**src/design/sicr_pkg.sv**
```systemverilog
package sicr_pkg;
    // register address and reset value
    localparam logic [7:0] REG_ADDR = 8'h00;
    localparam logic [7:0] REG_RESET = 8'h00;
    // common bit
    localparam int PAGE_BIT = 7;
    // page 0 layout
    localparam int SUP_IE_BIT = 6;
    localparam int SUP_FLAG_BIT = 5;
    localparam int BROWN_BIT = 4;
    localparam int GUARD_IE_BIT = 2;
    localparam int GUARD_DET_BIT = 1;
    localparam int DOG_BIT = 0;
    // page 1 layout
    localparam int VCO_BIT = 5;
    localparam int LOCK_BIT = 4;
    localparam int SYNTH_EN_BIT = 3;
    localparam int CLK_SEL_BIT = 1;
    // synchroniser lane numbers
    localparam int SYNC_W = 4;
    localparam int S_SUPPLY = 0;
    localparam int S_OSC = 1;
    localparam int S_LOCK = 2;
    localparam int S_ICC = 3;
endpackage

```
**src/design/sicr_ctrl.sv**
```systemverilog
`timescale 1ns/10ps
// system integrity control/status register with two pages at one address
module sicr_ctrl (
    // clock and reset
    input wire logic i_sys_clk,
    input wire logic i_rstn,

    // register port
    input wire logic [7:0] i_addr,
    input wire logic [7:0] i_wdata,
    input wire logic i_wr,
    input wire logic i_rd,
    output logic [7:0] o_rdata,

    // analog and clock monitors (asynchronous levels)
    input wire logic i_supply_low,
    input wire logic i_osc_stopped,
    input wire logic i_synth_locked,
    input wire logic i_in_circuit_session,

    // reset controller events (one-cycle pulses, same clock)
    input wire logic i_dog_reset_event,
    input wire logic i_brownout_reset_event,

    // option bits (static levels, same clock)
    input wire logic i_opt_brownout_enable,
    input wire logic i_opt_synth_clock,

    // cpu interrupt side
    input wire logic i_cpu_irq_mask,
    input wire logic i_supply_irq_ack,
    input wire logic i_guard_irq_ack,
    output logic o_supply_irq,
    output logic o_guard_irq,

    // clock tree controls
    output logic o_osc_ctrl_ground_sel,
    output logic o_synth_enable,
    output logic o_clock_source_select
);
    typedef struct packed {
        logic page;
        logic supply_warn_irq_enable;
        logic brownout_reset_flag;
        logic clock_guard_irq_enable;
        logic clock_guard_detected;
        logic dog_reset_flag;
        logic osc_ctrl_ground_sel;
        logic synth_enable;
        logic clock_source_select;
        logic supply_prev;
        logic osc_prev;
        logic icc_prev;
        logic supply_pend;
        logic guard_pend;
        logic supply_irq;
        logic guard_irq;
        logic eff_select;
        logic eff_enable;
        logic [7:0] rdata;
    } sicr_state_type;

    sicr_state_type state;
    sicr_state_type next_state;

    logic [sicr_pkg::SYNC_W-1:0] mon_async;
    logic [sicr_pkg::SYNC_W-1:0] mon_sync;
    logic supply_flag;
    logic osc_lost;
    logic lock_flag;
    logic icc_on;

    // every monitor level crosses two flops before use
    assign mon_async[sicr_pkg::S_SUPPLY] = i_supply_low;
    assign mon_async[sicr_pkg::S_OSC] = i_osc_stopped;
    assign mon_async[sicr_pkg::S_LOCK] = i_synth_locked;
    assign mon_async[sicr_pkg::S_ICC] = i_in_circuit_session;

    sicr_sync #(
        .W(sicr_pkg::SYNC_W)
    ) u_sync (
        .i_sys_clk(i_sys_clk),
        .i_rstn(i_rstn),
        .i_async(mon_async),
        .o_sync(mon_sync)
    );

    assign supply_flag = mon_sync[sicr_pkg::S_SUPPLY];
    assign osc_lost = mon_sync[sicr_pkg::S_OSC];
    assign lock_flag = mon_sync[sicr_pkg::S_LOCK];
    assign icc_on = mon_sync[sicr_pkg::S_ICC];

    // build the byte seen at the register address for the current page
    function automatic logic [7:0] page_view(
        input sicr_state_type s,
        input logic sup,
        input logic lock,
        input logic brown_opt
    );
        logic [7:0] v;
        v = 8'h00;
        v[sicr_pkg::PAGE_BIT] = s.page;
        if (!s.page) begin
            v[sicr_pkg::SUP_IE_BIT] = s.supply_warn_irq_enable;
            v[sicr_pkg::SUP_FLAG_BIT] = sup;
            // undefined when the detector is optioned out; shown as zero
            v[sicr_pkg::BROWN_BIT] = s.brownout_reset_flag & brown_opt;
            v[sicr_pkg::GUARD_IE_BIT] = s.clock_guard_irq_enable;
            v[sicr_pkg::GUARD_DET_BIT] = s.clock_guard_detected & s.synth_enable;
            v[sicr_pkg::DOG_BIT] = s.dog_reset_flag;
        end else begin
            v[sicr_pkg::VCO_BIT] = s.osc_ctrl_ground_sel;
            v[sicr_pkg::LOCK_BIT] = lock;
            v[sicr_pkg::SYNTH_EN_BIT] = s.synth_enable;
            v[sicr_pkg::CLK_SEL_BIT] = s.clock_source_select;
        end
        return v;
    endfunction

    logic hit_wr;
    logic hit_rd;
    logic wr_p0;
    logic wr_p1;
    logic icc_rise;
    logic supply_toggle;
    logic osc_fall_edge;
    logic new_en;
    logic new_sel;

    // decode the single register address
    assign hit_wr = i_wr && (i_addr == sicr_pkg::REG_ADDR);
    assign hit_rd = i_rd && (i_addr == sicr_pkg::REG_ADDR);
    assign wr_p0 = hit_wr && !state.page;
    assign wr_p1 = hit_wr && state.page;

    // edges of synchronised monitor levels
    assign icc_rise = icc_on && !state.icc_prev;
    assign supply_toggle = supply_flag ^ state.supply_prev;
    assign osc_fall_edge = osc_lost && !state.osc_prev;

    // page-1 clock controls after a write, with the refusals applied
    always_comb begin
        new_en = state.synth_enable;
        new_sel = state.clock_source_select;
        if (wr_p1) begin
            // disabling refused while synth clock is selected
            if (i_wdata[sicr_pkg::SYNTH_EN_BIT] || state.clock_source_select) begin
                new_en = i_wdata[sicr_pkg::SYNTH_EN_BIT] | state.clock_source_select;
            end else begin
                new_en = 1'b0;
            end
            // selecting synth clock needs the synth enabled
            if (i_wdata[sicr_pkg::CLK_SEL_BIT] && !new_en) begin
                new_sel = state.clock_source_select;
            end else begin
                new_sel = i_wdata[sicr_pkg::CLK_SEL_BIT];
            end
            // clearing both at once: release select first, then enable
            if (!i_wdata[sicr_pkg::CLK_SEL_BIT] && !i_wdata[sicr_pkg::SYNTH_EN_BIT]) begin
                new_sel = 1'b0;
                new_en = state.clock_source_select;
            end
        end
        // a session forces both on, software may back out later
        if (icc_rise) begin
            new_en = 1'b1;
            new_sel = 1'b1;
        end
    end

    // main next-state process
    always_comb begin
        next_state = state;

        // edge history
        next_state.supply_prev = supply_flag;
        next_state.osc_prev = osc_lost;
        next_state.icc_prev = icc_on;

        // page select is writable from either page
        if (hit_wr) begin
            next_state.page = i_wdata[sicr_pkg::PAGE_BIT];
        end

        // page-0 enables; flags only accept a zero write
        if (wr_p0) begin
            next_state.supply_warn_irq_enable = i_wdata[sicr_pkg::SUP_IE_BIT];
            next_state.clock_guard_irq_enable = i_wdata[sicr_pkg::GUARD_IE_BIT];
            if (!i_wdata[sicr_pkg::BROWN_BIT]) begin
                next_state.brownout_reset_flag = 1'b0;
            end
            if (!i_wdata[sicr_pkg::DOG_BIT]) begin
                next_state.dog_reset_flag = 1'b0;
            end
            // supply flag and guard flag bits are not writable
        end

        // reset-source history: set wins over software clear
        if (i_brownout_reset_event) begin
            next_state.brownout_reset_flag = 1'b1;
            next_state.dog_reset_flag = 1'b0;
        end else if (i_dog_reset_event) begin
            // brownout flag left untouched so the first failure stays visible
            next_state.dog_reset_flag = 1'b1;
        end

        // guard flag: read clears only after the oscillator is back
        if (hit_rd && !state.page && !osc_lost) begin
            next_state.clock_guard_detected = 1'b0;
        end
        if (osc_fall_edge && state.synth_enable) begin
            next_state.clock_guard_detected = 1'b1;
        end
        if (!state.synth_enable) begin
            next_state.clock_guard_detected = 1'b0;
        end

        // oscillator mode bit, forced by a session
        if (wr_p1) begin
            next_state.osc_ctrl_ground_sel = i_wdata[sicr_pkg::VCO_BIT];
        end
        if (icc_rise) begin
            next_state.osc_ctrl_ground_sel = 1'b1;
        end

        // synth enable and clock select after refusals
        next_state.synth_enable = new_en;
        next_state.clock_source_select = new_sel;

        // option-fixed source overrides register select
        next_state.eff_select = i_opt_synth_clock | new_sel;
        next_state.eff_enable = i_opt_synth_clock | new_en;

        // supply pending: toggle sets, service entry clears, set wins
        if (i_supply_irq_ack) begin
            next_state.supply_pend = 1'b0;
        end
        if (supply_toggle && state.supply_warn_irq_enable) begin
            next_state.supply_pend = 1'b1;
        end
        if (!state.supply_warn_irq_enable) begin
            next_state.supply_pend = 1'b0;
        end

        // guard pending: only while the synth is on
        if (i_guard_irq_ack) begin
            next_state.guard_pend = 1'b0;
        end
        if (osc_fall_edge && state.clock_guard_irq_enable && state.synth_enable) begin
            next_state.guard_pend = 1'b1;
        end
        if (!state.clock_guard_irq_enable || !state.synth_enable) begin
            next_state.guard_pend = 1'b0;
        end

        // cpu mask gates the request lines
        next_state.supply_irq = next_state.supply_pend & ~i_cpu_irq_mask;
        next_state.guard_irq = next_state.guard_pend & ~i_cpu_irq_mask;

        // read data stands only in the cycle after the strobe
        if (hit_rd) begin
            next_state.rdata = page_view(state, supply_flag, lock_flag, i_opt_brownout_enable);
        end else begin
            next_state.rdata = 8'h00;
        end
    end

    // single register stage for all state
    always_ff @(posedge i_sys_clk or negedge i_rstn) begin
        if (!i_rstn) begin
            state <= '0;
            state.rdata <= sicr_pkg::REG_RESET;
        end else begin
            state <= next_state;
        end
    end

    // outputs straight from flops
    assign o_rdata = state.rdata;
    assign o_supply_irq = state.supply_irq;
    assign o_guard_irq = state.guard_irq;
    assign o_osc_ctrl_ground_sel = state.osc_ctrl_ground_sel;
    assign o_synth_enable = state.eff_enable;
    assign o_clock_source_select = state.eff_select;
endmodule // sicr_ctrl

```
**src/design/sicr_sync.sv**
```systemverilog
`timescale 1ns/10ps
// two-flop synchroniser, one lane per bit
module sicr_sync #(
    parameter int W = 4
) (
    // clock and reset
    input wire logic i_sys_clk,
    input wire logic i_rstn,
    // asynchronous levels in, synchronised levels out
    input wire logic [W-1:0] i_async,
    output logic [W-1:0] o_sync
);
    typedef struct packed {
        logic [W-1:0] meta;
        logic [W-1:0] stable;
    } sicr_sync_type;

    sicr_sync_type state;
    sicr_sync_type next_state;

    // meta feeds only the second stage
    always_comb begin
        next_state = state;
        for (int k = 0; k < W; k++) begin
            next_state.meta[k] = i_async[k];
            next_state.stable[k] = state.meta[k];
        end
    end

    always_ff @(posedge i_sys_clk or negedge i_rstn) begin
        if (!i_rstn) begin
            state <= '0;
        end else begin
            state <= next_state;
        end
    end

    assign o_sync = state.stable;
endmodule // sicr_sync

```
**config.mk**
```make
export PLATFORM = sky130hd
export DESIGN_NAME = sicr_ctrl
export DESIGN_NICKNAME = d
export VERILOG_FILES = /design/src/design/sicr_pkg.sv /design/src/design/sicr_ctrl.sv /design/src/design/sicr_sync.sv
export SDC_FILE = /design/constraint.sdc
export NUM_CORES = 1
export LEC_CHECK = 0
export ABC_AREA = 0
export ABC_CLOCK_PERIOD_IN_PS = 1100
export BUFFER_PORTS_ARGS = -buffer_cell sky130_fd_sc_hd__buf_2
export CAP_MARGIN = 20
export CORE_MARGIN = 3
export CORE_UTILIZATION = 44
export CTS_CLUSTER_SIZE = 16
export DETAILED_ROUTE_END_ITERATION = 10
export MAX_ROUTING_LAYER = met4
export PLACE_DENSITY = 0.74
export SKIP_LAST_GASP = 1
export SLEW_MARGIN = 20
export SYNTH_ARGS = -nofsm -noshare
export SYNTH_HDL_FRONTEND = slang
export SYNTH_SLANG_ARGS = --single-unit
```
**constraint.sdc**
```tcl
create_clock -name i_sys_clk -period 1.1 [get_ports i_sys_clk]
set_input_delay 0.055 -clock i_sys_clk [delete_from_list [all_inputs] [get_ports i_sys_clk]]
set_output_delay 0.055 -clock i_sys_clk [all_outputs]
set_load 0.02 [all_outputs]
```
==> out/results.tsv, run 1 <==
metric	value	unit
status	finished with violations	
failing checks	negative setup slack	
r2r startpoint	state[25]	
vias in the first global route	914	
max incr delay on CP	0.41	ns
Final setup viols	12	
crit end category	flop	
Slew HR	76.9	%
# diodes	0	
Synth warnings	0	
VDD IR max	724	µV
Tot Pwr	0.00220	W
Worst Slack Setup Final	-0.0863	ns
Skew-Pair Late Insertion Delay	0.33	ns
CTS tree	done	
sequential-to-total area share from yosys stat	65.0	%
Final period util	108	%
global-route wire length before repair	3880	µm
CP Launch Type	flop	
Die Span Y	60.5	µm
Worst EP arrival	1.41	ns
hold_sp	i_supply_irq_ack	
delay-heaviest family, CP	flip-flops	
Final Hold Fails	0	
Starting Density	46.7	%
post-route ant nets	0	
DRC errors left	0	
Num CTS Buffers	5	
DRT Pass-1 Iters	4	
area delta synth->final	36.1	%
Post-Place Cells	167	
Max Fclk	843	MHz
RSZ-0062 raised after global routing	yes	
H-tree lvl count	2	
Final GP Congestion	0.769	
Ports	44	
post-DP HPWL	1770	µm
initial antenna violation count	0	
CP max FO	3	
final wirelength	2440	µm
chip width	60.5	µm
WL per Instance	12.9	µm
worst path cell trace	and4b_4, mux2_4	
GRT Total Usage	14.9	%
power density over cell area	1230	nW/µm²
Sinks on Clock Net	34	
Clock Path Buffers	2	
Hold Path Stages	3	
largest net degree at the start of global routing	21	
Max-Cap Viols	0	
post-layout min period	1.19	ns
vias post-DR	926	
Worst Hold Class	in2reg	
CTS root buffer	clkbuf_4	
First DRT Iteration DRCs	40	
share of cells above drive strength 1	45.6	%
final slew viol count	0	
crit path buf inv count	0	
Post-Layout Cell Count	189	
Mapped Cells	100	
flop2flop setup slack	-0.09	ns
remaining global-route overflow	0	
ys async rst share	100	%
nets	188	
CP Data Required Time	1.32	ns
register bit count reported by yosys	34	
Yosys cell types	29	
Worst Tran Pin Value	0.346	ns
net count after synthesis	131	
Max stage delay cell, worst path	dfrtp_1	
Syn Area/Cell	13.1	µm²
DIE AREA	3670	µm²
vias per inst	4.90	
WHS Endpoint	state[13]	
Mapped Area	1310	µm²
R2R depth	2	
Worst-path clk slew	0.10	ns
reg-to-reg critical path endpoint	state[22]	
top_reg_cell synth	dfrtp_1	
critical path class	reg2reg	
clock skew	0.00587	ns
LEAKAGE	0.858	nW
Post-synth EDFFs	0	
input/output buffers	43	
Core Footprint	2810	µm²
Place WS	-0.180	ns
row count	19	
==> tightest hold or removal path, cell delays in order <==
cell      delay [ns]
buf_2           0.07
nand2b_1        0.08
a21boi_0        0.08
==> per-stage QoR <==
| step | hold WS [ns] | util (%) | area (µm²) | TNS (ns) |
|---|---|---|---|---|
| after floorplan | -0.241 | - | 1330 | -0.104 |
| after global placement | -0.0280 | 55.1 | 1550 | -1.22 |
| after detailed placement | -0.0217 | 55.1 | 1550 | -1.76 |
| after CTS | 0.000747 | 62.1 | 1740 | -0.198 |
| after global routing | -0.00374 | 63.5 | 1780 | -0.902 |
| final | 0.00272 | 63.5 | 1780 | -0.399 |
==> flip-flops by register name, summed over array words and instances (netlist names) <==
signal / cells
o_clock_source_select: 1
o_guard_irq: 1
o_osc_ctrl_ground_sel: 1
o_rdata: 8
o_supply_irq: 1
o_synth_enable: 1
state: 13
u_sync.next_state: 4
u_sync.o_sync: 4
==> synth_stat cells (3+ instances only) <==
master / instances / share of area (%)
dfrtp_1: 34 / 65
mux2i_1: 3 / 2.3
a21oi_1: 3 / 1.1
nor2b_1: 3 / 1.4
nor2_1: 10 / 2.9
nor3_1: 5 / 1.9
and2_1: 4 / 1.9
buf_4: 10 / 5.7
==> cell usage in the layout (no fill, tap or decap), types with 2 or more instances in the layout <==
cell | netlist | final
buf_2 | 1 | 43
dfrtp_1 | 34 | 34
dlygate4sd3_1 | 0 | 13
nor2_1 | 10 | 10
nor3_1 | 5 | 5
clkbuf_4 | 0 | 5
buf_4 | 10 | 4
and2_1 | 4 | 3
mux2i_1 | 3 | 3
a21oi_1 | 3 | 3
nor4_4 | 0 | 2
a32o_2 | 2 | 2
a22oi_2 | 0 | 2
nor2b_1 | 3 | 2
inv_1 | 2 | 2
mux2_4 | 2 | 2
==> how the worst max path moves through the flow <==
stage               startpoint        endpoint  slack, ns  cells past startpoint
floorplan            state[25]       state[22]      -0.05                      2
global placement     i_addr[3]  o_synth_enable      -0.12                      5
detailed placement   i_addr[7]  o_synth_enable      -0.18                      5
CTS                  state[25]       state[22]      -0.10                      2
global route         state[25]       state[22]      -0.11                      2
finish               state[25]       state[22]      -0.09                      2
==> logic make-up (layout without fill, tap and decap cells) <==
kind of cell | count (synthesis) | count (layout) | share of synthesized area [%]
mux | 6 | 6 | 5.45
flops | 34 | 34 | 65.0
buf+inv | 14 | 72 | 6.98
xor+xnor | 1 | 1 | 0.669
compound gates | 11 | 11 | 6.21
simple gates | 34 | 34 | 15.7
==> per-layer routing <==
layer  global-route usage (%)  vias up  wire length [µm]
met5                        -        -                 0
met4                     3.72        0                38
met3                     6.60        5               198
met2                     21.0       43              1160
met1                     19.8      427              1040
li1                         -      451                 -
==> power by group <==
part | total, W | internal (W) | leakage, nW | switching, W
Combinational | 0.000195 | 0.000109 | 0.412 | 0.0000854
Sequential | 0.00129 | 0.00128 | 0.411 | 0.0000146
Clock | 0.000706 | 0.000310 | 0.0353 | 0.000397
Total | 0.00220 | 0.00170 | 0.858 | 0.000497
==> cell type report <==
cell class	count	area [µm²]
Tap cell	31	38.8
Fill cell	232	1020
Sequential cell	34	851
Inverter	2	7.51
Multi-Input combinational cell	52	418
Clock inverter	1	5.00
Clock buffer	7	55.1
Timing Repair Buffer	62	407
==> timing repair <==
item | CTS | global route
setup buffers | 0 | 2
gates cloned | 0 | 0
hold endpoints to repair | 47 | 0
hold buffers | 13 | 0
gates resized for setup | 3 | 8
pin swaps | 0 | 2
endpoints found under the setup margin | 7 | 11
(Power assumes the default switching activity.)
==> run 2, diff against run 1 <==
--- a/config.mk
+++ b/config.mk
@@ -6,15 +6,15 @@
 export NUM_CORES = 1
 export LEC_CHECK = 0
 export ABC_AREA = 0
-export ABC_CLOCK_PERIOD_IN_PS = 1100
+export ABC_CLOCK_PERIOD_IN_PS = 1200
 export BUFFER_PORTS_ARGS = -buffer_cell sky130_fd_sc_hd__buf_2
 export CAP_MARGIN = 20
 export CORE_MARGIN = 3
-export CORE_UTILIZATION = 44
+export CORE_UTILIZATION = 48
 export CTS_CLUSTER_SIZE = 16
 export DETAILED_ROUTE_END_ITERATION = 10
 export MAX_ROUTING_LAYER = met4
-export PLACE_DENSITY = 0.74
+export PLACE_DENSITY = 0.77
 export SKIP_LAST_GASP = 1
 export SLEW_MARGIN = 20
 export SYNTH_ARGS = -nofsm -noshare
==> constraint.sdc (replaced) <==
create_clock -name i_sys_clk -period 1.2 [get_ports i_sys_clk]
set_input_delay 0.06 -clock i_sys_clk [delete_from_list [all_inputs] [get_ports i_sys_clk]]
set_output_delay 0.06 -clock i_sys_clk [all_outputs]
set_load 0.02 [all_outputs]
==> run 2 against run 1 <==
Net effect: the run still ends with negative setup slack left; non-clock buffer count decreased by 3; global-route usage increased by 1.3 points; cell count decreased by 2.6%; wire length decreased by 3.7%; die area decreased by 7.5%; critical path depth unchanged; clock power decreased by 22%; register-to-register slack improved by 0.08 ns; final area decreased by 6.0%; via count decreased by 1.4%; utilization increased by 2.3 points; maximum frequency decreased by 1.6%; critical path type unchanged.
==> out/results.tsv, run 2 (synthesis gave the netlist of run 1 again) <==
metric	value	unit	change
Starting Density	51.4	%	+4.8 points
DRC errors left	0		unchanged
post-route ant nets	0		unchanged
GRT Total Usage	16.2	%	+1.3 points
Final GP Congestion	0.791		+3.0%
Max-Cap Viols	0		unchanged
Worst Slack Setup Final	-0.00601	ns	+0.0803 ns
met1 Use GR	18.9	%	-0.89 points
CP Launch Type	flop		
CTS tree	done		
VDD IR max	918	µV	+27%
net switching power	0.000407	W	-18%
CP Data Required Time	1.41	ns	+0.09 ns
met3 usage	6.90	%	+0.31 points
LEAKAGE	0.819	nW	-4.6%
status	finished with violations		
Worst Tran Pin Value	0.717	ns	+0.371 ns
input/output buffers	43		unchanged
commonest non-fill, non-tap cell in the layout	buf_2		
Sinks on Clock Net	34		unchanged
chip width	58.2	µm	-3.8%
DIE AREA	3390	µm²	-7.5%
most frequent cells in the layout	buf_2, dfrtp_1, dlygate4sd3_1, nor2_1		
Final setup viols	1		-11
CP max FO	4		+1
DRT Pass-1 Iters	4		unchanged
First DRT Iteration DRCs	14		-65%
CTS root buffer	clkbuf_4		
clock network fraction of design power	29.1	%	-3.1 points
Worst-path clk slew	0.09	ns	about the same
H-tree lvl count	2		unchanged
power density over cell area	1130	nW/µm²	-8.6%
WL per Instance	12.8	µm	-1.1%
sw frac	21.6	%	-1.0 points
remaining global-route overflow	0		unchanged
Die Span Y	58.2	µm	-3.8%
vias per inst	4.96		+1.3%
global-route wire length before repair	3950	µm	+2.0%
vias in the first global route	940		+2.8%
post-layout min period	1.21	ns	+0.0197 ns
Max stage delay cell, worst path	dfrtp_1		
max incr delay on CP	0.41	ns	about the same
largest net degree at the start of global routing	35		+67%
Clock Path Buffers	2		unchanged
Core Footprint	2540	µm²	-9.3%
Final Hold Fails	0		unchanged
final slew viol count	0		unchanged
share of cells above drive strength 1	40.9	%	-4.7 points
Hold Slack	0.00890	ns	+0.00618 ns
most flop-heavy register	state		
fillers	193		-17%
busiest grt layer	met2		
Max Fclk	829	MHz	-1.6%
RSZ-0062 raised after global routing	yes		
Num CTS Buffers	5		unchanged
failing checks	negative setup slack		
post-DP HPWL	1700	µm	-3.9%
Skew-Pair Late Insertion Delay	0.32	ns	about the same
Cell Int Power	0.00148	W	-13%
worst path cell trace	and4b_4, mux2_4		
initial antenna violation count	0		unchanged
Multi-input gate area	370	µm²	-11%
Worst Hold Class	in2reg		
Worst EP arrival	1.42	ns	about the same
critical path class	reg2reg		
area delta synth->final	27.9	%	
nets	185		-1.6%
Ports	44		unchanged
final instance area	1670	µm²	-6.0%
row count	18		-1
Setup TNS	-0.00601	ns	+0.393 ns
crit end category	flop		
# diodes	0		unchanged
Largest register FFs	13		unchanged
final core occ	65.8	%	+2.3 points
met2 Use GR	25.8	%	+4.8 points
Final period util	101	%	-7.3 points
final wirelength	2350	µm	-3.7%
dpl cell area	1520	µm²	-2.0%
clock skew	0.00828	ns	+0.00242 ns
Slew HR	52.2	%	-25 points
Reg area	851	µm²	unchanged
Sequential Power Share	62.9	%	+3.9 points
Gate power share	7.9	%	-1.0 points
Tot Pwr	0.00188	W	-14%
vias post-DR	913		-1.4%
run 2: cell count changes in the layout (fill, tap and decap cells not counted), moves of 2 or more:
cell           change
dlygate4sd3_1      -2
a22oi_1            +2
nor4_2             +2
nor4_4             -2
a22oi_2            -2
run 2: layout make-up:
cell class	instances	share of cell area [%]
clock buffers	7	2.69
inverters	2	0.448
multi-input cells	52	22.1
flip-flops and latches	34	50.8
well taps	30	2.24
repair buffers	59	21.7
run 2: worst paths after layout:
path	start	end	slack, ns	depth (start not counted)
max in group asynchronous	i_rstn	o_osc_ctrl_ground_sel	0.42	2
hold / removal	i_wdata[4]	state[23]	0.009	3
setup / recovery	state[25]	state[24]	-0.006	2
setup reg to reg	state[25]	state[24]	-0.006	2
hold reg to reg	u_sync.next_state[0]	u_sync.o_sync[0]	0.35	0
min in group asynchronous	i_rstn	state[22]	0.31	2
run 2: routing by layer:
layer  vias to the layer above  part of all wire, %  routed length (µm)
met5                         -                    0                   0
met4                         0                    0                   0
met3                         0                  7.7                 181
met2                        32                   49                1160
met1                       436                   43                1010
li1                        445                    -                   -
run 2: what timing repair did:
item                       4_1_cts  5_1_grt
pin swaps                        0        0
cloned                           0        0
gates resized for setup          1        1
hold buffers                    11        0
buffers inserted                 0        0
hold endpoints to repair        45        0
setup endpoints to repair        4        3
run 2: power by group through the flow:
stage                     Sequential [W]  Combinational (W)  Clock, W
after floorplan                  0.00121          0.0000344         0
after global placement           0.00121           0.000119         0
after detailed placement         0.00121           0.000123         0
after CTS                        0.00119           0.000151  0.000571
after global routing             0.00119           0.000168  0.000618
final                            0.00119           0.000149  0.000549
run 2: metrics by stage:
stage | std cells | setup WS (ns)
2_1_floorplan | 100 | 0.0107
3_3_place_gp | 166 | -0.102
3_5_place_dp | 166 | -0.152
4_1_cts | 184 | -0.0126
5_1_grt | 184 | -0.0369
6_report | 184 | -0.00601
run 2: critical path, delay by kind of cell, from the launching register on:
kind,cells,cell delay [ns]
DFF,1,0.41
and+or+nand+nor,1,0.37
muxes,1,0.31
==> run 3, diff against run 2 <==
--- a/config.mk
+++ b/config.mk
@@ -15,6 +15,7 @@
 export DETAILED_ROUTE_END_ITERATION = 10
 export MAX_ROUTING_LAYER = met4
 export PLACE_DENSITY = 0.77
+export REMOVE_ABC_BUFFERS = 1
 export SKIP_LAST_GASP = 1
 export SLEW_MARGIN = 20
 export SYNTH_ARGS = -nofsm -noshare
==> run 3 against run 2 <==
Net effect: register-to-register slack about the same; wire length rose by 6.0%; the run still ends with negative setup slack left; first-iteration DRC count is 29% higher; clock power increased by 18%; clock skew is essentially flat; highest routed layer is now met4; sequential power is essentially flat; total power up 6.1%; maximum frequency up 0.37%; cell count grew 3.3%.
==> out/results.tsv, run 3 (synthesis gave the netlist of run 1 again) <==
metric	value	unit	change
status	finished with violations		
failing checks	negative setup slack		
final instance area	1740	µm²	+3.7%
Hold Slack	0.0263	ns	+0.0174 ns
dpl cell area	1520	µm²	unchanged
Starting Density	51.4	%	unchanged
met3 usage	7.57	%	+0.67 points
RSZ-0062 raised after global routing	yes		
Sinks on Clock Net	34		unchanged
DRT Pass-1 Iters	4		unchanged
Final GP Congestion	0.761		-3.8%
most flop-heavy register	state		
CP max FO	3		-1
clock network fraction of design power	32.5	%	+3.4 points
vias in the first global route	927		-1.4%
global-route wire length before repair	3980	µm	+0.71%
Ports	44		unchanged
net switching power	0.000449	W	+10%
CTS root buffer	clkbuf_4		
Setup TNS	-0.00158	ns	+0.00442 ns
DIE AREA	3390	µm²	unchanged
Worst Tran Pin Value	0.411	ns	-0.305 ns
reg-to-reg critical path endpoint	state[24]		
Worst Hold Class	in2reg		
input/output buffers	43		unchanged
Worst EP arrival	1.42	ns	about the same
row count	18		unchanged
Place WS	-0.186	ns	-0.0336 ns
Final Hold Fails	0		unchanged
Hold Path Stages	3		unchanged
H-tree lvl count	2		unchanged
vias per inst	4.92		-0.82%
busiest grt layer	met2		
post-layout min period	1.20	ns	-0.00442 ns
worst path cell trace	and4b_4, mux2_4		
crit end category	flop		
chip width	58.2	µm	unchanged
met2 Use GR	25.3	%	-0.48 points
Tot Pwr	0.00200	W	+6.1%
Final setup viols	1		unchanged
Skew-Pair Late Insertion Delay	0.33	ns	about the same
fillers	201		+4.1%
Largest register FFs	13		unchanged
Reg area	851	µm²	unchanged
r2r startpoint	state[25]		
Max Fclk	832	MHz	+0.37%
sw frac	22.4	%	+0.83 points
Clock Path Buffers	2		unchanged
Slew HR	72.6	%	+20 points
CP Data Required Time	1.42	ns	about the same
met1 Use GR	20.6	%	+1.7 points
Num CTS Buffers	5		unchanged
CTS tree	done		
Final period util	100	%	-0.37 points
GRT Total Usage	16.9	%	+0.70 points
Gate power share	8.2	%	+0.3 points
WL per Instance	13.1	µm	+2.7%
remaining global-route overflow	0		unchanged
final slew viol count	0		unchanged
Max-Cap Viols	0		unchanged
R2R depth	2		unchanged
share of cells above drive strength 1	42.5	%	+1.6 points
CP Launch Type	flop		
critical path class	reg2reg		
post-DP HPWL	1730	µm	+1.7%
VDD IR max	793	µV	-14%
First DRT Iteration DRCs	18		+4
vias post-DR	935		+2.4%
Core Footprint	2540	µm²	unchanged
Cell Int Power	0.00155	W	+5.0%
initial antenna violation count	0		unchanged
max incr delay on CP	0.41	ns	about the same
# diodes	0		unchanged
commonest non-fill, non-tap cell in the layout	buf_2		
final wirelength	2490	µm	+6.0%
hold_sp	i_wdata[5]		
area delta synth->final	32.6	%	
largest net degree at the start of global routing	35		unchanged
clock skew	0.00805	ns	-0.000231 ns
LEAKAGE	0.851	nW	+3.9%
Max stage delay cell, worst path	dfrtp_1		
DRC errors left	0		unchanged
Worst-path clk slew	0.10	ns	about the same
flop2flop setup slack	-0.002	ns	about the same
post-route ant nets	0		unchanged
Worst Slack Setup Final	-0.00158	ns	+0.00442 ns
Sequential Power Share	59.3	%	-3.6 points
WHS Endpoint	o_osc_ctrl_ground_sel		
nets	190		+2.7%
Multi-input gate area	372	µm²	+0.34%
most frequent cells in the layout	buf_2, dfrtp_1, dlygate4sd3_1, nor2_1, buf_4		
Die Span Y	58.2	µm	unchanged
power density over cell area	1150	nW/µm²	+2.4%
run 3: changes by cell type in the layout (fill, tap and decap cells not counted):
cell / change
and4b_1: -1
and4b_2: +1
buf_4: +2
clkbuf_1: -1
clkbuf_8: +1
clkinv_2: +1
dlygate4sd3_1: +3
run 3: worst max-delay path by stage:
stage	cells after the start	start	end
2_1_floorplan	3	i_addr[7]	state[22]
4_1_cts	2	state[25]	state[24]
6_report	2	state[25]	state[24]
3_5_place_dp	5	i_addr[7]	o_osc_ctrl_ground_sel
5_1_grt	2	state[25]	state[24]
3_3_place_gp	5	i_addr[7]	state[18]
run 3: worst max-delay path, delay by kind of cell, from the launching register on:
kind	cells	cell delay (ns)
flops	1	0.41
mux	1	0.31
simple gates	1	0.37
run 3: layout make-up:
type / count / area share [%]
multi-input cells: 52 / 21.4
flip-flops and latches: 34 / 49.0
repair buffers: 64 / 23.5
well taps: 30 / 2.16
inverters: 2 / 0.433
clock buffers: 7 / 3.17
clock inverters: 1 / 0.288
run 3: timing repair:
action,CTS,global route
setup endpoints to repair,3,10
hold buffers,14,0
hold endpoints to repair,46,0
buffers inserted,1,1
gates resized for setup,1,2
run 3: metrics by stage:
stage	utilization, %	cells
5_1_grt	68.2	190
2_1_floorplan	-	88
3_3_place_gp	59.5	166
4_1_cts	67.8	189
3_5_place_dp	59.5	166
6_report	68.2	190
run 3: power groups by stage:
stage          registers (W)  logic (W)  clock network [W]
4_1_cts              0.00119   0.000165           0.000684
5_1_grt              0.00119   0.000183           0.000727
3_3_place_gp         0.00121   0.000122                  0
2_1_floorplan        0.00121  0.0000329                  0
3_5_place_dp         0.00121   0.000127                  0
6_report             0.00119   0.000164           0.000650
run 3: per-layer routing:
layer / vias up / share of wire [%]
met5: - / 0
met4: 0 / 1.6
met3: 4 / 9.3
met2: 43 / 48
met1: 432 / 41
li1: 456 / -
